[src/rtl/mpc_pkg.sv]
package mpc_pkg;

	// ==========================================================
	// register map
	localparam logic [7:0] ADDR_PIN7_CFG   = 8'h37;
	localparam logic [7:0] ADDR_PIN8_CFG   = 8'h38;
	localparam logic [7:0] ADDR_PIN9_CFG   = 8'h39;
	localparam logic [7:0] ADDR_PIN10_CFG  = 8'h3a;
	localparam logic [7:0] ADDR_ENABLE_CFG = 8'h3c;
	localparam logic [7:0] ADDR_OUT_LOW    = 8'h3d;

	// ==========================================================
	// reset values
	localparam logic [7:0] PIN_CFG_RESET    = 8'h0a;
	localparam logic [7:0] ENABLE_CFG_RESET = 8'h88;
	localparam logic [7:0] OUT_LOW_RESET    = 8'h00;
	localparam logic [7:0] UNMAPPED_READ    = 8'h00;

	// ==========================================================
	// field positions
	localparam int SEL_HI_BIT     = 7;
	localparam int SEL_LO_BIT     = 5;
	localparam int FILTER_BIT     = 4;
	localparam int PULL_EN_BIT    = 3;
	localparam int PULL_DIR_BIT   = 2;
	localparam int DRIVE_OD_BIT   = 1;
	localparam int DIR_BIT        = 0;
	localparam int ENABLE_INPUT_POLARITY_BIT = 5;
	localparam int PIN8_LEVEL_BIT = 7;

	// ==========================================================
	// pins and function codes
	localparam int NUM_PINS = 4;
	localparam int PIN7     = 0;
	localparam int PIN8     = 1;
	localparam int PIN9     = 2;
	localparam int PIN10    = 3;

	localparam logic [2:0] FN_GPIO    = 3'h0;
	localparam logic [2:0] FN_ALT1    = 3'h1;
	localparam logic [2:0] FN_ALT2    = 3'h2;
	localparam logic [2:0] FN_ALT3    = 3'h3;
	localparam logic [2:0] FN_SLEEP_A = 3'h4;
	localparam logic [2:0] FN_SLEEP_B = 3'h5;
	localparam logic [2:0] FN_WAKE_A  = 3'h6;
	localparam logic [2:0] FN_WAKE_B  = 3'h7;

	// ==========================================================
	// timing
	localparam int CLK_PERIOD_PS  = 4000;
	localparam int FILTER_TIME_US = 8;
	localparam int FILTER_CYCLES  = (FILTER_TIME_US * 1000000 + CLK_PERIOD_PS - 1) / CLK_PERIOD_PS;
	localparam int FILT_CNT_W     = 11;
	localparam logic [FILT_CNT_W-1:0] FILT_CNT_MAX = FILT_CNT_W'(FILTER_CYCLES - 1);

	// ==========================================================
	// carriers
	typedef struct packed {
		logic [2:0] func_sel;
		logic       filter_en;
		logic       pull_en;
		logic       pull_dir;
		logic       drive_od;
		logic       dir;
	} mpc_pin_cfg_s;

	typedef struct packed {
		logic [1:0] rsvd_hi;
		logic       polarity;
		logic [4:0] rsvd_lo;
	} mpc_enable_cfg_s;

	// levels that internal functions want driven onto pins
	typedef struct packed {
		logic reference_output;
		logic pmic_link_clock;
		logic pmic_link_data;
		logic power_good_output;
		logic reset_output;
		logic soc_reset_output;
	} mpc_func_drive_s;

	// levels taken from pins toward internal functions
	typedef struct packed {
		logic mcu_error_input;
		logic voltage_monitor_input_a;
		logic voltage_monitor_input_b;
		logic pmic_link_clock;
		logic pmic_link_data;
		logic sync_clock_input;
		logic sleep_request_a;
		logic sleep_request_b;
		logic wake_input_a;
		logic wake_input_b;
	} mpc_func_in_s;

endpackage : mpc_pkg

[src/rtl/mpc_pin_filter.sv]
`timescale 1ns/10ps
module mpc_pin_filter (
	// clock and reset
	input  wire logic sys_clk,
	input  wire logic reset_n,
	// pin side
	input  wire logic pad_in,
	input  wire logic filter_en,
	// filtered level
	output logic      level
);

	// ==========================================================
	// two-stage synchroniser
	logic                             sync1_ff;
	logic                             sync2_ff;
	logic                             level_ff;
	logic [mpc_pkg::FILT_CNT_W-1:0]   cnt_ff;

	always_ff @(posedge sys_clk) begin
		if (!reset_n) begin
			sync1_ff <= 1'b0;
			sync2_ff <= 1'b0;
		end else begin
			sync1_ff <= pad_in;
			sync2_ff <= sync1_ff;
		end
	end

	// ==========================================================
	// deglitch: a new level must hold for the full window before it passes
	always_ff @(posedge sys_clk) begin
		if (!reset_n) begin
			level_ff <= 1'b0;
			cnt_ff   <= '0;
		end else if (!filter_en) begin
			level_ff <= sync2_ff;
			cnt_ff   <= '0;
		end else if (sync2_ff == level_ff) begin
			cnt_ff <= '0;
		end else if (cnt_ff == mpc_pkg::FILT_CNT_MAX) begin
			level_ff <= sync2_ff;
			cnt_ff   <= '0;
		end else begin
			cnt_ff <= cnt_ff + 1'b1;
		end
	end

	assign level = level_ff;
endmodule : mpc_pin_filter

[src/rtl/mpc_pin_config.sv]
`timescale 1ns/10ps
// Functional notes
// - pin7 codes 0-3 select gpio, mcu error in, reference out, monitor a in.
// - pin8 codes 0-3 select gpio, link clock, then monitor b in twice.
// - pin9 codes 0-3 select gpio, link data, power good out, sync clock in.
// - pin10 codes 0-3 select gpio, reset out, then soc reset out twice.
// - codes 4-7 on any pin select sleep a, sleep b, wake a, wake b.
// - filter bit clear means synchronise only; set adds an 8 us deglitch.
// - pull-enable bit connects the pull resistor; resets to one.
// - pull-direction bit picks down or up, only while pull is enabled.
// - output drive bit picks push-pull or open-drain; resets to one.
// - direction bit picks input or output; resets to input.
// - pin config resets to 0x0a, then takes non-volatile defaults.
// - enable polarity bit makes enable pin active high or active low.
// - enable config resets to 0x88; reserved fields are read-write.
// - general-purpose output on pin 8 follows its output-level register bit; other pins follow ext_output_level.
module mpc_pin_config (
	// clock and reset
	input  wire logic                                       sys_clk,
	input  wire logic                                       reset_n,
	// register port
	input  wire logic [7:0]                                 reg_addr,
	input  wire logic                                       reg_wr_en,
	input  wire logic                                       reg_rd_en,
	input  wire logic [7:0]                                 reg_wdata,
	output logic      [7:0]                                 reg_rdata,
	output logic                                            reg_rvalid,
	// non-volatile defaults
	input  wire logic                                       nvm_load,
	input  wire mpc_pkg::mpc_pin_cfg_s [mpc_pkg::NUM_PINS-1:0] nvm_pin_cfg,
	input  wire logic [7:0]                                 nvm_enable_cfg,
	input  wire logic [7:0]                                 nvm_out_low,
	// pins 7 to 10, index 0 is pin 7
	input  wire logic [mpc_pkg::NUM_PINS-1:0]               pad_in,
	output logic      [mpc_pkg::NUM_PINS-1:0]               pad_out,
	output logic      [mpc_pkg::NUM_PINS-1:0]               pad_oe,
	output logic      [mpc_pkg::NUM_PINS-1:0]               pull_up_en,
	output logic      [mpc_pkg::NUM_PINS-1:0]               pull_down_en,
	// enable pin
	input  wire logic                                       enable_pin,
	output logic                                            enable_active,
	// internal function side
	input  wire mpc_pkg::mpc_func_drive_s                   func_drive,
	input  wire logic [mpc_pkg::NUM_PINS-1:0]               ext_output_level,
	output mpc_pkg::mpc_func_in_s                           func_in
);

	// ==========================================================
	// configuration registers
	mpc_pkg::mpc_pin_cfg_s    pin_cfg_ff [mpc_pkg::NUM_PINS];
	mpc_pkg::mpc_enable_cfg_s enable_cfg_ff;
	logic [7:0]               out_low_ff;
	logic [7:0]               nxt_rdata;
	logic [7:0]               reg_rdata_ff;
	logic                     reg_rvalid_ff;

	// non-volatile load wins over a software write in the same cycle
	always_ff @(posedge sys_clk) begin
		if (!reset_n) begin
			for (int p = 0; p < mpc_pkg::NUM_PINS; p++) begin
				pin_cfg_ff[p] <= mpc_pkg::PIN_CFG_RESET;
			end
		end else if (nvm_load) begin
			for (int p = 0; p < mpc_pkg::NUM_PINS; p++) begin
				pin_cfg_ff[p] <= nvm_pin_cfg[p];
			end
		end else if (reg_wr_en) begin
			for (int p = 0; p < mpc_pkg::NUM_PINS; p++) begin
				if (reg_addr == mpc_pkg::ADDR_PIN7_CFG + 8'(p)) begin
					pin_cfg_ff[p] <= reg_wdata;
				end
			end
		end
	end

	always_ff @(posedge sys_clk) begin
		if (!reset_n) begin
			enable_cfg_ff <= mpc_pkg::ENABLE_CFG_RESET;
		end else if (nvm_load) begin
			enable_cfg_ff <= nvm_enable_cfg;
		end else if (reg_wr_en && reg_addr == mpc_pkg::ADDR_ENABLE_CFG) begin
			enable_cfg_ff <= reg_wdata;
		end
	end

	always_ff @(posedge sys_clk) begin
		if (!reset_n) begin
			out_low_ff <= mpc_pkg::OUT_LOW_RESET;
		end else if (nvm_load) begin
			out_low_ff <= nvm_out_low;
		end else if (reg_wr_en && reg_addr == mpc_pkg::ADDR_OUT_LOW) begin
			out_low_ff <= reg_wdata;
		end
	end

	// ==========================================================
	// read path, answered one cycle after the strobe
	always_comb begin
		nxt_rdata = mpc_pkg::UNMAPPED_READ;
		case (reg_addr)
			mpc_pkg::ADDR_PIN7_CFG:   nxt_rdata = pin_cfg_ff[mpc_pkg::PIN7];
			mpc_pkg::ADDR_PIN8_CFG:   nxt_rdata = pin_cfg_ff[mpc_pkg::PIN8];
			mpc_pkg::ADDR_PIN9_CFG:   nxt_rdata = pin_cfg_ff[mpc_pkg::PIN9];
			mpc_pkg::ADDR_PIN10_CFG:  nxt_rdata = pin_cfg_ff[mpc_pkg::PIN10];
			mpc_pkg::ADDR_ENABLE_CFG: nxt_rdata = enable_cfg_ff;
			mpc_pkg::ADDR_OUT_LOW:    nxt_rdata = out_low_ff;
			default:                  nxt_rdata = mpc_pkg::UNMAPPED_READ;
		endcase
	end

	always_ff @(posedge sys_clk) begin
		if (!reset_n) begin
			reg_rdata_ff  <= 8'h00;
			reg_rvalid_ff <= 1'b0;
		end else begin
			reg_rvalid_ff <= reg_rd_en;
			if (reg_rd_en) begin
				reg_rdata_ff <= nxt_rdata;
			end
		end
	end

	assign reg_rdata  = reg_rdata_ff;
	assign reg_rvalid = reg_rvalid_ff;

	// ==========================================================
	// output level chosen by each pin's function selector
	function automatic logic drive_level(input int pin, input logic [2:0] sel, input logic gpo,
	                                     input mpc_pkg::mpc_func_drive_s drv);
		logic lvl;
		lvl = 1'b0;
		if (sel == mpc_pkg::FN_GPIO) begin
			lvl = gpo;
		end else begin
			case (pin)
				mpc_pkg::PIN7:  lvl = (sel == mpc_pkg::FN_ALT2) ? drv.reference_output : 1'b0;
				mpc_pkg::PIN8:  lvl = (sel == mpc_pkg::FN_ALT1) ? drv.pmic_link_clock : 1'b0;
				mpc_pkg::PIN9: begin
					if (sel == mpc_pkg::FN_ALT1) begin
						lvl = drv.pmic_link_data;
					end else if (sel == mpc_pkg::FN_ALT2) begin
						lvl = drv.power_good_output;
					end
				end
				mpc_pkg::PIN10: begin
					if (sel == mpc_pkg::FN_ALT1) begin
						lvl = drv.reset_output;
					end else if (sel == mpc_pkg::FN_ALT2 || sel == mpc_pkg::FN_ALT3) begin
						lvl = drv.soc_reset_output;
					end
				end
				default: lvl = 1'b0;
			endcase
		end
		return lvl;
	endfunction : drive_level

	// ==========================================================
	// per-pin drivers and input filters
	logic [mpc_pkg::NUM_PINS-1:0] gpo_level;
	logic [mpc_pkg::NUM_PINS-1:0] filtered;
	logic [mpc_pkg::NUM_PINS-1:0] pad_out_ff;
	logic [mpc_pkg::NUM_PINS-1:0] pad_oe_ff;
	logic [mpc_pkg::NUM_PINS-1:0] pull_up_ff;
	logic [mpc_pkg::NUM_PINS-1:0] pull_down_ff;

	// only pin 8's level lives here; the others come from output registers outside
	always_comb begin
		gpo_level                = ext_output_level;
		gpo_level[mpc_pkg::PIN8] = out_low_ff[mpc_pkg::PIN8_LEVEL_BIT];
	end

	for (genvar p = 0; p < mpc_pkg::NUM_PINS; p++) begin : g_pin
		logic lvl;
		assign lvl = drive_level(p, pin_cfg_ff[p].func_sel, gpo_level[p], func_drive);

		// open-drain only ever pulls low, so a high level releases the pin
		always_ff @(posedge sys_clk) begin
			if (!reset_n) begin
				pad_out_ff[p] <= 1'b0;
				pad_oe_ff[p]  <= 1'b0;
			end else if (!pin_cfg_ff[p].dir) begin
				pad_out_ff[p] <= 1'b0;
				pad_oe_ff[p]  <= 1'b0;
			end else if (pin_cfg_ff[p].drive_od) begin
				pad_out_ff[p] <= 1'b0;
				pad_oe_ff[p]  <= ~lvl;
			end else begin
				pad_out_ff[p] <= lvl;
				pad_oe_ff[p]  <= 1'b1;
			end
		end

		always_ff @(posedge sys_clk) begin
			if (!reset_n) begin
				pull_up_ff[p]   <= 1'b0;
				pull_down_ff[p] <= 1'b0;
			end else begin
				pull_up_ff[p]   <= pin_cfg_ff[p].pull_en & pin_cfg_ff[p].pull_dir;
				pull_down_ff[p] <= pin_cfg_ff[p].pull_en & ~pin_cfg_ff[p].pull_dir;
			end
		end

		mpc_pin_filter u_filter (
			.sys_clk   (sys_clk),
			.reset_n   (reset_n),
			.pad_in    (pad_in[p]),
			.filter_en (pin_cfg_ff[p].filter_en),
			.level     (filtered[p])
		);

	end

	assign pad_out      = pad_out_ff;
	assign pad_oe       = pad_oe_ff;
	assign pull_up_en   = pull_up_ff;
	assign pull_down_en = pull_down_ff;

	// ==========================================================
	// route input pins to internal functions; several pins on one function are ORed
	mpc_pkg::mpc_func_in_s nxt_func_in;
	mpc_pkg::mpc_func_in_s func_in_ff;

	always_comb begin
		nxt_func_in = '0;
		for (int p = 0; p < mpc_pkg::NUM_PINS; p++) begin
			if (!pin_cfg_ff[p].dir) begin
				case (pin_cfg_ff[p].func_sel)
					mpc_pkg::FN_SLEEP_A: nxt_func_in.sleep_request_a |= filtered[p];
					mpc_pkg::FN_SLEEP_B: nxt_func_in.sleep_request_b |= filtered[p];
					mpc_pkg::FN_WAKE_A:  nxt_func_in.wake_input_a    |= filtered[p];
					mpc_pkg::FN_WAKE_B:  nxt_func_in.wake_input_b    |= filtered[p];
					default: begin
					end
				endcase
			end
		end
		if (!pin_cfg_ff[mpc_pkg::PIN7].dir) begin
			if (pin_cfg_ff[mpc_pkg::PIN7].func_sel == mpc_pkg::FN_ALT1) begin
				nxt_func_in.mcu_error_input = filtered[mpc_pkg::PIN7];
			end
			if (pin_cfg_ff[mpc_pkg::PIN7].func_sel == mpc_pkg::FN_ALT3) begin
				nxt_func_in.voltage_monitor_input_a = filtered[mpc_pkg::PIN7];
			end
		end
		if (!pin_cfg_ff[mpc_pkg::PIN8].dir) begin
			if (pin_cfg_ff[mpc_pkg::PIN8].func_sel == mpc_pkg::FN_ALT1) begin
				nxt_func_in.pmic_link_clock = filtered[mpc_pkg::PIN8];
			end
			if (pin_cfg_ff[mpc_pkg::PIN8].func_sel == mpc_pkg::FN_ALT2 ||
			    pin_cfg_ff[mpc_pkg::PIN8].func_sel == mpc_pkg::FN_ALT3) begin
				nxt_func_in.voltage_monitor_input_b = filtered[mpc_pkg::PIN8];
			end
		end
		if (!pin_cfg_ff[mpc_pkg::PIN9].dir) begin
			if (pin_cfg_ff[mpc_pkg::PIN9].func_sel == mpc_pkg::FN_ALT1) begin
				nxt_func_in.pmic_link_data = filtered[mpc_pkg::PIN9];
			end
			if (pin_cfg_ff[mpc_pkg::PIN9].func_sel == mpc_pkg::FN_ALT3) begin
				nxt_func_in.sync_clock_input = filtered[mpc_pkg::PIN9];
			end
		end
	end

	always_ff @(posedge sys_clk) begin
		if (!reset_n) begin
			func_in_ff <= '0;
		end else begin
			func_in_ff <= nxt_func_in;
		end
	end

	assign func_in = func_in_ff;

	// ==========================================================
	// enable pin: synchronise only, then apply polarity
	logic enable_sync1_ff;
	logic enable_sync2_ff;
	logic enable_active_ff;

	always_ff @(posedge sys_clk) begin
		if (!reset_n) begin
			enable_sync1_ff  <= 1'b0;
			enable_sync2_ff  <= 1'b0;
			enable_active_ff <= 1'b0;
		end else begin
			enable_sync1_ff  <= enable_pin;
			enable_sync2_ff  <= enable_sync1_ff;
			enable_active_ff <= enable_sync2_ff ^ enable_cfg_ff.polarity;
		end
	end

	assign enable_active = enable_active_ff;
endmodule : mpc_pin_config

[config.mk]
export PLATFORM = sky130hd
export DESIGN_NAME = mpc_pin_config
export DESIGN_NICKNAME = d
export VERILOG_FILES = /design/src/rtl/mpc_pkg.sv /design/src/rtl/mpc_pin_filter.sv /design/src/rtl/mpc_pin_config.sv
export SDC_FILE = /design/constraint.sdc
export NUM_CORES = 1
export LEC_CHECK = 0
export ABC_AREA = 0
export ABC_CLOCK_PERIOD_IN_PS = 1600
export BUFFER_PORTS_ARGS = -buffer_cell sky130_fd_sc_hd__buf_2
export CORE_MARGIN = 2
export CORE_UTILIZATION = 50
export CTS_CLUSTER_DIAMETER = 80
export DETAILED_ROUTE_END_ITERATION = 8
export GPL_TIMING_DRIVEN = 0
export PLACE_DENSITY = 0.76
export SYNTH_ARGS = -nofsm -noshare
export SYNTH_HDL_FRONTEND = slang
export SYNTH_SLANG_ARGS = --single-unit
[constraint.sdc]
create_clock -name sys_clk -period 1.6 [get_ports sys_clk]
set_input_delay 0.4 -clock sys_clk [delete_from_list [all_inputs] [get_ports sys_clk]]
set_output_delay 0.4 -clock sys_clk [all_outputs]
set_load 0.05 [all_outputs]
-- Word level (Yosys, flattened, before mapping)
Memory sizes are Yosys's and may differ from the RTL's.
Index checks and enable logic that the tools add are counted.
- input bits: 84
- output and inout bits: 36
- memory bits (writable): 32
- logic and storage cells: 273
- memories kept: 1
- bits in registers: 110
- equality and inequality tests: 50
- bitwise logic cells: 52
- add/subtract/negate cells: 4
- reduce and logical (&&, ||, !) cells: 32
- muxes and demuxes: 83
- memory list (name ; words ; width ; rd ports ; clocked after Yosys merged registers in ; write ports ; line ; source):
    pin_cfg_ff ; 4 ; 8 ; 4 ; 0 ; 4 ; mpc_pin_config.sv:50 ; mpc_pkg::mpc_pin_cfg_s pin_cfg_ff [mpc_pkg::NUM_PINS];
- operator list (operator ; number):
    2-to-1 mux 8 bit ; 12
    2-to-1 mux 1 bit ; 66
    == test 3 bit (second input constant) ; 16
    == test 8 x 6 -> 1 bit (second input constant) ; 6
    case mux 8 bit (6 select lines) ; 1
    adder 11 x 1 -> 11 bit (second input constant) ; 4
    == test 11 bit (second input constant) ; 4
    OR reduction 3 bit ; 10
    == test 3 x 2 -> 1 bit (second input constant) ; 8
    NOT 1 bit ; 23
    OR 1 bit ; 20
    2-to-1 mux 4 bit ; 4
    != test 2 bit (second input constant) ; 8
    AND reduction 2 bit ; 8
    OR reduction 4 bit ; 4
    == test 3 x 1 -> 1 bit (second input constant) ; 4
    logical NOT 3 bit ; 4
    bitwise AND 1 bit ; 8
    == test 1 bit ; 4
    nonzero test 2 bit ; 2
    logical AND 1 bit ; 2
    logical OR 1 bit ; 2
    XOR 1 bit ; 1

-- Logic depth before layout (Yosys ltp)
- word-level depth: 12
- depth in mapped cells: 6
- depth with buffers taken out: 5

-- Cells and area by module
Synthesis repeated with hierarchy kept, for this count alone.
- cell total of the unflattened synthesis: 633
- area, all modules: 6417.4 µm²
- by module, submodules not included (module ; instances ; area each (µm²) ; seq. area each (µm²) ; cells each):
    mpc_pin_config ; 1 ; 4022.6 ; 2042.0 ; 388
    mpc_pin_filter at g_pin[0].u_filter ... ; 3 ; 609.3 ; 280.3 ; 62
    mpc_pin_filter at g_pin[3].u_filter ; 1 ; 566.8 ; 280.3 ; 59

-- Worst setup path after synthesis
No wires, ideal clock.
- path kind: input -> register
- start: input port reg_addr[6]
- end: memory pin_cfg_ff[0][0] (netlist bit) (data pin)
- setup time: 0.256 ns
- slack: -0.050 ns
- buffers on the path: 1
- data required time: 1.344 ns
- stages on the path: 5
- arrival: 1.394 ns
- cells stage by stage: and4bb_2 -> and4b_1 -> o21a_1 -> buf_2 -> a22o_1
- RTL lines (item ; line ; source):
    from (decl) ; mpc_pin_config.sv:22 ; input wire logic [7:0] reg_addr,
    to (decl) ; mpc_pin_config.sv:50 ;

-- Final worst setup path
- start: register g_pin[2].u_filter.cnt_ff[5] (netlist bit)
- end: register g_pin[2].u_filter.cnt_ff[3] (netlist bit)
- longest elaborated chain between the ends: 2
- ends and longest elaborated chain (item ; line ; source):
    from (decl) ; mpc_pin_filter.sv:18 ; logic [mpc_pkg::FILT_CNT_W-1:0] cnt_ff;
    from (signal assigned) ; mpc_pin_filter.sv:45 ; cnt_ff <= cnt_ff + 1'b1;
    == test 11 bit ; mpc_pin_filter.sv:41 ; end else if (cnt_ff == mpc_pkg::FILT_CNT_MAX) begin
    OR reduction 4 bit (no source line) ; -- ;
No other way between the ends.
A chain may end at the register's enable or synchronous reset.

==> impl_metrics.env <==
export IMPL_relSlewSlack_pct=57.0
export IMPL_cpPeakStageDelay_ns=0.50
export IMPL_cts_tree="built"
export IMPL_drc=0
export IMPL_worst_skew_pair_late_latency_ns=0.42
export IMPL_yosys_area_top_type="dfxtp_1"
export IMPL_crit_end="g_pin[2].u_filter.cnt_ff[3]"
export IMPL_grt_pass1_wl_mm=26.3
export IMPL_hold_viol_final=0
export IMPL_syn_avg_cell_area_um2=10.0
export IMPL_rr_startpoint="g_pin[2].u_filter.cnt_ff[5]"
export IMPL_area_delta_synth_final_pct=24.0
export IMPL_detail_route_antenna_nets=0
export IMPL_cts_max_level=4
export IMPL_io_buffers=118
export IMPL_synth_seq_area_share_pct=50.7
export IMPL_io_pins=120
export IMPL_maxCapViolCount=0
export IMPL_r2r_end="g_pin[2].u_filter.cnt_ff[3]"
export IMPL_routed_wl_mm=16.8
export IMPL_grt_pass1_vias=5140
export IMPL_cp_max_fo=5
export IMPL_synth_ff_type="dfxtp_1"
export IMPL_startpoint="g_pin[2].u_filter.cnt_ff[5]"
export IMPL_synthCells=621
export IMPL_clkTransAtPathRegs_ns=0.06
export IMPL_final_core_utilization_pct=63.9
export IMPL_worst_ep_arrival_time_ns=1.98
export IMPL_cts_sinks=142
export IMPL_antenna_found_initial=0
export IMPL_cts_buffers=17
export IMPL_finalCriticalPeriod_ns=1.66
export IMPL_die_area_um2=13400
export IMPL_irDropWorstVdd_v=0.000726
export IMPL_synth_async_reset_ratio_pct=0
export IMPL_status="finished, violations left"
export IMPL_die_width_um=116
export IMPL_routabilityCongestion=0.934
export IMPL_nFillCells=985
export IMPL_core_area_um2=12100
export IMPL_placedCellCount=907
export IMPL_setup_viol=12
export IMPL_initial_core_util_pct=51.5
export IMPL_setup_slack_ns=-0.0641
export IMPL_yosysWarnings=0
export IMPL_root_buffer="clkbuf_16"
export IMPL_clock_skew_ns=0.00707
export IMPL_ys_ff_latch=142
export IMPL_cp_data_required_time_ns=1.92
export IMPL_grt_max_degree=17
export IMPL_path_buf_inv=1
export IMPL_cp_num_cells=5
export IMPL_grt_usage_pct=26.3
export IMPL_start_kind="flop"
export IMPL_final_cells=945
export IMPL_end_kind="flop"
export IMPL_gr_total_overflow=0
export IMPL_final_cell_mix="127 x buf_2, 106 x dfxtp_1, 61 x nor2_1, 55 x nand2_1, 32 x edfxtp_1"
export IMPL_worstPathCellList="or3b_1, o41a_1, nand3_2, buf_6, nor2_1"
export IMPL_antenna_cells=0
export IMPL_crit_type="reg -> reg"
export IMPL_fp_row_count=40
export IMPL_power_leakage_nw=3.17
export IMPL_synth_area_leaders="dfxtp_1 35%, edfxtp_1 15%, mux2i_1 4.5%, nor2_1 4.0%, xnor2_1 3.7%"
export IMPL_worst_pin_slew_ns=0.645
export IMPL_synth_cell_type_count=54
export IMPL_firstDrtPassIters=5
export IMPL_power_density_nw_per_um2=1100
export IMPL_cts_buffer_depth=2
export IMPL_hpwl_mm=12.4
export IMPL_rsz0062_at_grt="true"
export IMPL_r2r_slack_ns=-0.06
export IMPL_syn_cell_area_um2=6240
export IMPL_netlist_area_leader_share_pct=35.3
export IMPL_timing_fmax_mhz=601
export IMPL_hold_class="in -> reg"
export IMPL_final_nets=852
export IMPL_final_common_cell="buf_2"
export IMPL_routed_via_count=5220
export IMPL_vias_per_cell=5.52
export IMPL_drv_slew=0
export IMPL_path_delay_family="simple AND/OR/NAND/NOR gates"
export IMPL_critPathSlowestCell="o41a_1"
export IMPL_r2r_worst_path_cells=5
export IMPL_finalCritPeriodShare_pct=104
export IMPL_synth_enable_flop_cells=32
export IMPL_wl_per_cell_um=17.8
export IMPL_drive_above_1_share_pct=27.3
export IMPL_fp_dieH_um=116
export IMPL_violations="negative setup slack"
export IMPL_drtIter0Drc=385
export IMPL_power_mw=8.54
export IMPL_hold_buffers=0
export IMPL_syn_nets=709
final cells by class:
| type | count | area [um2] | area share (%) |
|---|---|---|---|
| Clock inverter | 7 | 85.1 | 1.10 |
| Tap cell | 168 | 210 | 2.72 |
| Sequential cell | 142 | 3170 | 41.0 |
| Buffer | 30 | 174 | 2.25 |
| Inverter | 11 | 41.3 | 0.534 |
| Timing Repair Buffer | 124 | 639 | 8.26 |
| Multi-Input combinational cell | 438 | 2930 | 37.9 |
| Clock buffer | 25 | 485 | 6.27 |
what timing repair did:
action,CTS,global route
setup buffers,5,0
pin swaps,3,4
gates cloned,1,0
endpoints found under the setup margin,11,53
resized for setup,7,18
per-stage QoR:
| step | hold WS, ns | setup WS [ns] | TNS, ns | cell area (um2) |
|---|---|---|---|---|
| 2_1_floorplan | 0.412 | -0.0298 | -0.179 | 6250 |
| 3_3_place_gp | 0.419 | -0.342 | -24.78 | 7050 |
| 3_5_place_dp | 0.425 | -0.408 | -26.58 | 7050 |
| 4_1_cts | 0.169 | 0.00247 | 0 | 7680 |
| 5_1_grt | 0.179 | -0.108 | -1.06 | 7740 |
| 6_report | 0.182 | -0.0641 | -0.591 | 7740 |
logic make-up after synthesis:
kind of cell | after synthesis | share of synthesized area (%)
flip-flops | 142 | 50.7
adder cells (fa/ha/maj) | 4 | 0.802
XOR/XNOR | 41 | 5.76
buffers and inverters | 41 | 3.33
multiplexers | 36 | 7.50
AND/OR/NAND/NOR | 251 | 20.9
AO/OA/AOI/OAI | 106 | 11.0
Yosys cell counts (all sizes together), types with 2 or more instances:
library cell	instances
dfxtp	110
nor2	76
nand2	56
edfxtp	32
o21ai	31
nand3	29
mux2i	28
a21oi	27
xnor2	26
nor3	20
buf	17
xor2	15
clkbuf	13
nand4	13
a22o	12
and2	12
inv	11
and3	10
o21a	10
nor2b	9
a22oi	8
mux4	8
and3b	4
ha	4
nand3b	4
o22a	4
or3b	4
a211oi	3
and4	3
nor3b	3
o31a	3
and4b	2
nor4b	2
how the worst min path moves through the flow:
stage                                    start                    endpoint  slack [ns]  depth (start not counted)
floorplan                      enable_sync1_ff             enable_sync2_ff        0.41                          1
global placement               enable_sync1_ff             enable_sync2_ff        0.42                          1
detailed placement  g_pin[2].u_filter.sync1_ff  g_pin[2].u_filter.sync2_ff        0.42                          1
CTS                                  pad_in[2]  g_pin[2].u_filter.sync1_ff        0.17                          2
global route                         pad_in[2]  g_pin[2].u_filter.sync1_ff        0.18                          2
finish                               pad_in[2]  g_pin[2].u_filter.sync1_ff        0.18                          2
worst reg2reg max path: cells and delay by family (launching register included):
family,cells,cell delay [ns]
compound gates,1,0.50
buf+inv,1,0.14
flops,1,0.34
simple gates,3,0.58
per-layer routing:
| layer | track usage [%] | part of all wire [%] | vias to the layer above |
|---|---|---|---|
| li1 | - | - | 2503 |
| met1 | 32.9 | 41 | 2449 |
| met2 | 43.4 | 48 | 224 |
| met3 | 5.28 | 7.6 | 44 |
| met4 | 13.7 | 3.7 | 0 |
| met5 | 0 | 0 | - |
sequential cells by signal (all words and copies together), names as in the netlist, 8 cells and up:
register and count:
func_in 10, pin_cfg_ff 32, reg_rdata 8, out_low_ff 8
enable_cfg_ff 8, g_pin.u_filter.cnt_ff 44
power by group:
part           internal [mW]  switching, mW  leakage, nW
logic                  0.292          0.489         1.66
clock network           2.40           1.41        0.285
registers               3.83          0.126         1.23
Power figures use the tool's default switching activity.
